$ cat config.mk
export PLATFORM = sky130hd
export DESIGN_NAME = step_attenuator_ctrl_flat
export DESIGN_NICKNAME = d
export VERILOG_FILES = /design/src/atten_pkg.sv /design/src/atten_if.sv /design/src/sync2.sv /design/src/step_attenuator_ctrl.sv /design/src/flat_wrapper.sv
export SDC_FILE = /design/constraint.sdc
export NUM_CORES = 1
export LEC_CHECK = 0
export BUFFER_PORTS_ARGS = -buffer_cell sky130_fd_sc_hd__buf_2
export CORE_MARGIN = 2
export CORE_UTILIZATION = 57
export CTS_CLUSTER_SIZE = 24
export DETAILED_ROUTE_END_ITERATION = 6
export PLACE_DENSITY = 0.78
export SKIP_CTS_REPAIR_TIMING = 1
export SYNTH_ARGS = -nofsm -noshare
export SYNTH_HDL_FRONTEND = slang
export SYNTH_HIERARCHICAL = 1
export SYNTH_SLANG_ARGS = --single-unit
$ cat constraint.sdc
create_clock -name clk_sys_i -period 1.85 [get_ports clk_sys_i]
set_input_delay 0.37 -clock clk_sys_i [delete_from_list [all_inputs] [get_ports clk_sys_i]]
set_output_delay 0.37 -clock clk_sys_i [all_outputs]
set_load 0.02 [all_outputs]
$ cat src/atten_pkg.sv
package atten_pkg;

    // ****************************************
    // Word layout
    // ****************************************
    localparam int CODE_W = 7;
    localparam int WORD_W = 8;
    localparam int BIT_CNT_W = 4;
    localparam logic [CODE_W-1:0] CODE_MAX = 7'h7f;
    localparam logic [CODE_W-1:0] CODE_MIN = 7'h00;
    localparam logic [WORD_W-1:0] WORD_MAX = 8'h7f;

    // ****************************************
    // Timing
    // ****************************************
    localparam int CLK_PERIOD_NS = 25;
    localparam int POWERUP_HOLD_US = 400;
    localparam int POWERUP_HOLD_CYC = (POWERUP_HOLD_US * 1000 + CLK_PERIOD_NS - 1) / CLK_PERIOD_NS;
    localparam int UPDATE_RATE_HZ = 25000;
    localparam int UPDATE_GAP_CYC = (1000000000 / UPDATE_RATE_HZ + CLK_PERIOD_NS - 1) / CLK_PERIOD_NS;
    localparam int SCLK_HALF_CYC = 4;
    localparam int STROBE_CYC = 4;

    // ****************************************
    // Host command states
    // ****************************************
    typedef enum logic [2:0] {
        H_IDLE = 3'b000,
        H_SHIFT_LO = 3'b001,
        H_SHIFT_HI = 3'b010,
        H_STROBE = 3'b011,
        H_PAR_SETUP = 3'b100,
        H_GAP = 3'b101
    } host_state_e;

    // ****************************************
    // Host register map, byte addresses
    // ****************************************
    localparam logic [11:0] REG_CTRL = 12'h000;
    localparam logic [11:0] REG_CODE = 12'h004;
    localparam logic [11:0] REG_STATUS = 12'h008;
    localparam int CTRL_SERIAL_BIT = 0;
    localparam int CTRL_DIRECT_BIT = 1;
    localparam int CTRL_GO_BIT = 2;

endpackage

$ cat src/atten_if.sv
`timescale 1ns/1ps
interface atten_if;
    logic serial_sel;
    logic [6:0] parallel_code_inputs;
    logic latch_strobe;
    logic sclk;
    logic sdata;

    modport host_mp (
        output serial_sel, parallel_code_inputs, latch_strobe, sclk, sdata
    );
    modport dev_mp (
        input serial_sel, parallel_code_inputs, latch_strobe, sclk, sdata
    );
endinterface

$ cat src/sync2.sv
`timescale 1ns/1ps
module sync2 #(
    parameter int W = 1
) (
    // Clock and reset
    input wire logic clk_sys_i,
    input wire logic arst_n_i,
    // Data
    input wire logic [W-1:0] d_i,
    output logic [W-1:0] q_o
);
    logic [W-1:0] meta_r;

    always_ff @(posedge clk_sys_i or negedge arst_n_i)
    begin
        if (!arst_n_i)
        begin
            meta_r <= '0;
            q_o <= '0;
        end
        else
        begin
            meta_r <= d_i;
            q_o <= meta_r;
        end
    end
endmodule

$ cat src/step_attenuator_ctrl.sv
`timescale 1ns/1ps
module step_attenuator_ctrl
    import atten_pkg::*;
#(
    parameter int HOLD_CYC = POWERUP_HOLD_CYC
) (
    // Clock and reset
    input wire logic clk_sys_i,
    input wire logic arst_n_i,
    // Link
    atten_if.dev_mp link,
    // Attenuator core
    output logic [WORD_W-1:0] atten_word_o,
    output logic [CODE_W-1:0] atten_code_o,
    output logic powerup_busy_o
);
    // ****************************************
    // Pin synchronisers
    // ****************************************
    logic [CODE_W+3:0] pins_s;
    logic sel_s;
    logic le_s;
    logic sclk_s;
    logic sdi_s;
    logic [CODE_W-1:0] pcode_s;

    sync2 #(.W(CODE_W + 4)) u_sync (
        .clk_sys_i(clk_sys_i),
        .arst_n_i(arst_n_i),
        .d_i({link.serial_sel, link.latch_strobe, link.sclk, link.sdata,
              link.parallel_code_inputs}),
        .q_o(pins_s)
    );
    assign {sel_s, le_s, sclk_s, sdi_s, pcode_s} = pins_s;

    // ****************************************
    // Edge detection
    // ****************************************
    logic sclk_d_r;
    logic le_d_r;
    logic sclk_rise;
    logic le_rise;

    always_ff @(posedge clk_sys_i or negedge arst_n_i)
    begin
        if (!arst_n_i)
        begin
            sclk_d_r <= 1'b0;
            le_d_r <= 1'b0;
        end
        else
        begin
            sclk_d_r <= sclk_s;
            le_d_r <= le_s;
        end
    end
    assign sclk_rise = sclk_s & ~sclk_d_r;
    assign le_rise = le_s & ~le_d_r;

    // ****************************************
    // Serial shift register, LSB first
    // ****************************************
    logic [WORD_W-1:0] shift_r;

    always_ff @(posedge clk_sys_i or negedge arst_n_i)
    begin
        if (!arst_n_i)
            shift_r <= '0;
        else if (sel_s && !le_s && sclk_rise)
            shift_r <= {sdi_s, shift_r[WORD_W-1:1]};
    end

    // ****************************************
    // Serial latch
    // ****************************************
    logic [WORD_W-1:0] ser_word_r;

    always_ff @(posedge clk_sys_i or negedge arst_n_i)
    begin
        if (!arst_n_i)
            ser_word_r <= WORD_MAX;
        else if (sel_s && le_rise)
            ser_word_r <= shift_r;
    end

    // ****************************************
    // Parallel latch and power-up hold
    // ****************************************
    logic [CODE_W-1:0] par_code_r;
    logic [$clog2(HOLD_CYC+1)-1:0] hold_cnt_r;
    logic hold_r;
    logic settled_r;
    logic direct_at_pwrup_r;
    logic hold_max;

    // Both synchroniser stages carry pin values from this count on
    localparam int SETTLE_CNT = 2;

    always_ff @(posedge clk_sys_i or negedge arst_n_i)
    begin
        if (!arst_n_i)
            settled_r <= 1'b0;
        else if (hold_cnt_r == ($clog2(HOLD_CYC+1))'(SETTLE_CNT))
            settled_r <= 1'b1;
    end

    // Mode seen once pins are trusted decides whether the hold applies
    always_ff @(posedge clk_sys_i or negedge arst_n_i)
    begin
        if (!arst_n_i)
            direct_at_pwrup_r <= 1'b0;
        else if (!settled_r && hold_cnt_r == ($clog2(HOLD_CYC+1))'(SETTLE_CNT))
            direct_at_pwrup_r <= ~sel_s & le_s;
    end

    // Maximum forced until the mode is known, then only for direct mode
    assign hold_max = hold_r & (~settled_r | direct_at_pwrup_r);

    always_ff @(posedge clk_sys_i or negedge arst_n_i)
    begin
        if (!arst_n_i)
        begin
            hold_cnt_r <= '0;
            hold_r <= 1'b1;
        end
        else if (hold_r)
        begin
            if (hold_cnt_r == ($clog2(HOLD_CYC+1))'(HOLD_CYC - 1))
                hold_r <= 1'b0;
            hold_cnt_r <= hold_cnt_r + 1'b1;
        end
    end

    always_ff @(posedge clk_sys_i or negedge arst_n_i)
    begin
        if (!arst_n_i)
            par_code_r <= CODE_MAX;
        else if (!sel_s && le_rise)
            par_code_r <= pcode_s;
    end

    // ****************************************
    // Core source
    // ****************************************
    logic [CODE_W-1:0] code_nxt;

    always_comb
    begin
        if (sel_s)
            code_nxt = ser_word_r[CODE_W-1:0];
        else if (le_s)
        begin
            // Pulldown-free pins read low when floating
            if (hold_max)
                code_nxt = CODE_MAX;
            else
                code_nxt = pcode_s;
        end
        else
            code_nxt = par_code_r;
    end

    always_ff @(posedge clk_sys_i or negedge arst_n_i)
    begin
        if (!arst_n_i)
        begin
            atten_code_o <= CODE_MAX;
            atten_word_o <= WORD_MAX;
        end
        else
        begin
            atten_code_o <= code_nxt;
            atten_word_o <= sel_s ? ser_word_r : {1'b0, code_nxt};
        end
    end

    // ****************************************
    // Power-up status
    // ****************************************
    always_ff @(posedge clk_sys_i or negedge arst_n_i)
    begin
        if (!arst_n_i)
            powerup_busy_o <= 1'b1;
        else
            powerup_busy_o <= hold_max;
    end
endmodule

$ cat src/flat_wrapper.sv
// flat-port wrapper written by rule: the top's interface ports become plain ports
module step_attenuator_ctrl_flat import atten_pkg::*;
#(
    parameter int HOLD_CYC = POWERUP_HOLD_CYC
)
  (clk_sys_i, arst_n_i, atten_word_o, atten_code_o, powerup_busy_o, link_serial_sel, link_parallel_code_inputs, link_latch_strobe, link_sclk, link_sdata);
  atten_if link_i ();
  input wire logic clk_sys_i;
  input wire logic arst_n_i;
  output logic [WORD_W-1:0] atten_word_o;
  output logic [CODE_W-1:0] atten_code_o;
  output logic powerup_busy_o;
  input wire logic [$bits(link_i.serial_sel)-1:0] link_serial_sel;
  input wire logic [$bits(link_i.parallel_code_inputs)-1:0] link_parallel_code_inputs;
  input wire logic [$bits(link_i.latch_strobe)-1:0] link_latch_strobe;
  input wire logic [$bits(link_i.sclk)-1:0] link_sclk;
  input wire logic [$bits(link_i.sdata)-1:0] link_sdata;
  assign link_i.serial_sel = link_serial_sel;
  assign link_i.parallel_code_inputs = link_parallel_code_inputs;
  assign link_i.latch_strobe = link_latch_strobe;
  assign link_i.sclk = link_sclk;
  assign link_i.sdata = link_sdata;
  step_attenuator_ctrl #(.HOLD_CYC(HOLD_CYC)) u_core (.clk_sys_i(clk_sys_i), .arst_n_i(arst_n_i), .link(link_i), .atten_word_o(atten_word_o), .atten_code_o(atten_code_o), .powerup_busy_o(powerup_busy_o));
endmodule
# After elaboration in Yosys (flattened, before gate mapping)
# Cells that the tools add are included.
# W data, S select, Z words.
[totals]
ff_bits = 80
word_cells = 40
input_bits = 13
[classes]
addsub = 1
muxes = 6
n_bitwise = 9
n_reduce_logical = 8
n_eq_ne = 2
[op_table]
columns = ["cell", "n"]
rows = [
  ["$mux W7", 3],
  ["$add A14 B1 Y14 const B", 1],
  ["$eq A14 B14 Y1 const B", 1],
  ["$eq A14 B2 Y1 const B", 1],
  ["$mux W8", 1],
  ["$logic_and A1 B1 Y1", 5],
  ["$and A1 B1 Y1", 4],
  ["$not A1 Y1", 4],
  ["$logic_not A1 Y1", 3],
  ["$mux W1", 2],
  ["$or A1 B1 Y1", 1],
]

# Logic depth before layout (Yosys ltp)
[logic_depth]
depth_word = 7
ltp_mapped = 5
mapped_depth_nobuf = 5

# Cells and area by module
# The synthesis kept the hierarchy.
[by_module_without_submodules]
columns = ["module", "instances", "cells_each", "area_each_um2"]
rows = [
  ["step_attenuator_ctrl", 1, 180, 2269.7],
  ["sync2", 1, 22, 550.5],
]

# Worst setup path after synthesis
# Ideal clock, no wire load.
[synth_timing]
path_kind = "reg-to-reg"
startpoint = "reg u_core.u_sync.q_o[10]"
endpoint = "reg u_core.par_code_r[0]"
arrival_ps = 1269
setup_time_ps = 82
path_stages_with_launch = 4
setup_slack_ps = 499
synth_period_minus_slack_ps = 1351
path_buffers = 1
cell_sequence = "dfrtp_1 > buf_2 > nor3b_2 > mux2_2"
[synth_via]
elab_chain_cells = 2
[synth_lines]
columns = ["element", "line_no", "rtl"]
rows = [
  ["start, declared", "sync2.sv:10", "output logic [W-1:0] q_o"],
  ["start signal, assigned", "sync2.sv:24", "q_o <= meta_r;"],
  ["$logic_not A1 Y1", "step_attenuator_ctrl.sv:138", "else if (!sel_s && le_rise)"],
  ["$logic_and A1 B1 Y1", "step_attenuator_ctrl.sv:138", ""],
  ["end signal, assigned", "step_attenuator_ctrl.sv:139", "par_code_r <= pcode_s;"],
  ["end, declared", "step_attenuator_ctrl.sv:89", "logic [CODE_W-1:0] par_code_r;"],
]
# Every way passes these cells.
# A chain may end at the register's enable or synchronous reset.

# Worst setup path after layout
[layout_timing]
startpoint = "reg u_core.hold_cnt_r[0]"
endpoint = "reg u_core.direct_at_pwrup_r"
[layout_via]
elab_chain_cells = 2
[layout_lines]
columns = ["element", "line_no", "rtl"]
rows = [
  ["start, declared", "step_attenuator_ctrl.sv:90", "logic [$clog2(HOLD_CYC+1)-1:0] hold_cnt_r;"],
  ["start signal, assigned", "step_attenuator_ctrl.sv:130", "hold_cnt_r <= hold_cnt_r + 1'b1;"],
  ["$eq A14 B2 Y1", "step_attenuator_ctrl.sv:112", "else if (!settled_r && hold_cnt_r == ($clog2(HOLD_CYC+1))'(SETTLE_CNT))"],
  ["$logic_and A1 B1 Y1", "step_attenuator_ctrl.sv:112", ""],
  ["end signal, assigned", "step_attenuator_ctrl.sv:113", "direct_at_pwrup_r <= ~sel_s & le_s;"],
  ["end, declared", "step_attenuator_ctrl.sv:93", "logic direct_at_pwrup_r;"],
]
# Every way passes these cells.

==> summary.txt <==
Cells and area
  • Nets@finish: 249
  • Final core utilization: 67.5%
  • Fillers: 350
  • Final non-filler cell total: 306
  • Fraction of layout cells with a size suffix above 1: 41.8%
  • Synth-to-Final Area Change: 13.8%
  • Most frequent cells in the layout: 50 x dfrtp_1, 28 x buf_2, 24 x mux2_2
  • N_diodes: 0
  • Most common cell after layout, fill and taps aside: dfrtp_1

Global route
  • First-pass GRT wire length: 7580 microns
  • Vias in the first global route: 1649
  • Overflow after GRT: 0
  • Initial antenna violation count: 0
  • Overall routing resource usage: 19.3%
  • Largest net degree at the start of global routing: 74

Timing
  • Max Freq: 0.645 GHz
  • Post-layout min period: 1.55 ns
  • Number of max-slew violations in the final report: 0
  • Final Skew: 0.00822 ns
  • Final setup viols: 0
  • Final hold violations: 0
  • Tcrit/Tclk final: 83.9%
  • Least-Margin Pin Slew: 0.452 ns
  • Setup Total Neg Slack: 0 ns
  • Relative slew slack: 69.6%
  • RSZ-0062 raised after global routing: false

Routing
  • Via-per-instance ratio: 5.30
  • DR WL met3: 154 microns
  • Final Routed Wirelength: 4370 microns
  • Initial drt markers: 61
  • WL met2: 2150 microns
  • WL/cell: 14.3 microns
  • DRC: 0
  • Vias: 1622
  • DRT Pass-1 Iters: 4
  • Post-DRT Antenna Nets: 0
  • Top Metal Used: met4
  • Met1 WL: 1970 microns

Power and ir drop
  • Switching power: 842 uW
  • Peak supply drop: 0.654 mV
  • Clock Power Share: 34.1%
  • Power, Total: 3460 uW
  • Register share of total power: 55.5%
  • Combinational Power Share: 10.4%
  • Switching part of the total: 24.3%
  • Power Density: 1080 nW/um^2
  • Cell Int Power: 2620 uW
  • Pleak: 0.00149 uW

Logic synthesis
  • Unique masters post-synth: 32
  • Synth Instances: 202
  • Cell taking the most area after synthesis: dfrtp_1
  • Syn nets: 217
  • Syn Area/Cell: 14.0 sq um
  • Synthesized area: 2820 sq um
  • Share of the synthesized area in the top cell type: 44.4%
  • Post-synthesis sequential area ratio: 65.8%
  • Largest cells by area after synthesis: dfrtp_1 44%, dfstp_2 21%, mux2_2 9.6%
  • Synth warn: 6
  • FF+latch count, synth: 73

Setup path
  • WP data required: 2.08 ns
  • WP data arrival: 1.78 ns
  • Setup CP Type: flop to flop
  • Crit Path Max Fanout: 4
  • Startpoint types: flop
  • R2R depth: 5
  • Crit end category: flop

Place
  • GPL Wtd Cong: 0.789
  • Placed cells: 290
  • I/O Buffers: 28
  • Dpl hpwl: 2960 microns

Clock network
  • CTS tree: yes
  • Clock Pin Slew Worst Setup and Hold Paths: 0.07 ns
  • Clk_lat worst skew: 0.34 ns
  • H-tree depth: 3
  • Clock sinks: 73
  • CTS max path bufs: 2
  • Clk root buf: clkbuf_8
  • Cts bufs inserted: 9

Floorplanning
  • Die Ht: 74.3 microns
  • Die area: 5530 sq um
  • Initial Util: 59.3%
  • Core area: 4750 sq um
  • Std-Cell Rows: 25
  • Die width: 74.3 microns
  • I/O pin cnt: 29

Flow run
  • Number of max-cap violations: 0

Hold path
  • HP Class: input port to async pin

Run status
  • Status: finished, final reports clean
==> Yosys cell counts <==
cell type / instances
dfrtp_1: 50
mux2_2: 24
dfstp_2: 23
nand2_1: 12
nor2_1: 10
xor2_1: 8
a21oi_1: 7
buf_4: 7
o31ai_1: 7
nor4_1: 6
nand2b_1: 5
xnor2_1: 5
buf_2: 4
inv_1: 4
nand3_1: 4
nand4_1: 3
or2b_1: 3
and2_1: 2
clkbuf_1: 2
ha_1: 2
nand4_4: 2
nor3_1: 2
a41o_1: 1
and3_1: 1
mux2i_1: 1
nand3b_2: 1
nor2b_1: 1
nor3b_1: 1
nor3b_2: 1
nor4b_1: 1
nor4bb_1: 1
o41a_2: 1
==> cell type report <==
class / count / area, sq um / share of cell area [%]
flip-flops and latches: 73 / 1860 / 57.8
multi-input cells: 112 / 870 / 27.1
clock buffers: 11 / 131 / 4.09
well taps: 67 / 83.8 / 2.61
clock inverters: 5 / 57.6 / 1.79
repair buffers: 34 / 198 / 6.16
inverters: 4 / 15.0 / 0.468
==> final timing paths <==
| check | startpoint | endpoint | slack, ns |
|---|---|---|---|
| max | u_core/hold_cnt_r[0]$_DFFE_PN0P_ | u_core/direct_at_pwrup_r$_DFFE_PN0P_ | 0.30 |
| min | arst_n_i | u_core/hold_cnt_r[12]$_DFFE_PN0P_ | 0.04 |
| max reg2reg | u_core/hold_cnt_r[0]$_DFFE_PN0P_ | u_core/direct_at_pwrup_r$_DFFE_PN0P_ | 0.30 |
| min reg2reg | u_core/u_sync/meta_r[7]$_DFF_PN0_ | u_core/u_sync/q_o[7]$_DFF_PN0_ | 0.35 |
| max in group asynchronous | arst_n_i | u_core/ser_word_r[5]$_DFFE_PN1P_ | 1.48 |
| min in group clk_sys_i | link_parallel_code_inputs[0] | u_core/u_sync/meta_r[0]$_DFF_PN0_ | 0.13 |
==> through the flow <==
| step | setup slack (ns) | hold WS (ns) | cell area, sq um |
|---|---|---|---|
| 6_report | 0.298 | 0.0403 | 3210 |
| 5_1_grt | 0.182 | 0.0529 | 3210 |
| 4_1_cts | 0.307 | 0.0479 | 3210 |
| 3_5_place_dp | 0.362 | 0.335 | 3020 |
| 3_3_place_gp | 0.429 | 0.332 | 3020 |
| 2_1_floorplan | 0.499 | 0.0744 | 2820 |
==> critical path: stages (launching register included) <==
cell and delay, ns:
dfrtp_1 0.45, inv_1 0.09, ha_1 0.15, nor4b_1 0.31
nand4_1 0.14, mux2_2 0.29
==> power groups by stage <==
stage / clock network (uW) / registers, uW / logic [uW]
floorplan: 0 / 1950 / 233
global placement: 0 / 1950 / 355
detailed placement: 0 / 1950 / 365
CTS: 1210 / 1920 / 367
global route: 1300 / 1940 / 398
finish: 1180 / 1920 / 359
==> cells by family (layout without fill, tap and decap cells) <==
group | Yosys count | in the layout | share of synthesized area (%)
flops | 73 | 73 | 65.8
simple gates | 56 | 56 | 12.1
mux | 25 | 25 | 9.94
buf+inv | 17 | 54 | 3.37
compound gates | 16 | 16 | 3.90
xor+xnor | 13 | 13 | 4.04
fa+ha+maj | 2 | 2 | 0.887
==> state kept, by name (all words and copies together) (netlist names) <==
name	flops
u_core/u_sync/q_o	11
u_core/direct_at_pwrup_r	1
u_core/atten_code_o	5
u_core/u_sync/meta_r	11
u_core/par_code_r	7
u_core/ser_word_r	8
u_core/hold_cnt_r	14
u_core/sclk_d_r	1
u_core/settled_r	1
u_core/atten_word_o	3
u_core/hold_r	1
u_core/le_d_r	1
u_core/shift_r	8
u_core/powerup_busy_o	1
==> layer usage <==
metal  GRT usage [%]  vias up
met2            30.5       29
met3            6.10        9
met5               0        -
met1            23.1      830
met4            11.9        0
li1                -      754
Power figures use the tool's default switching activity.
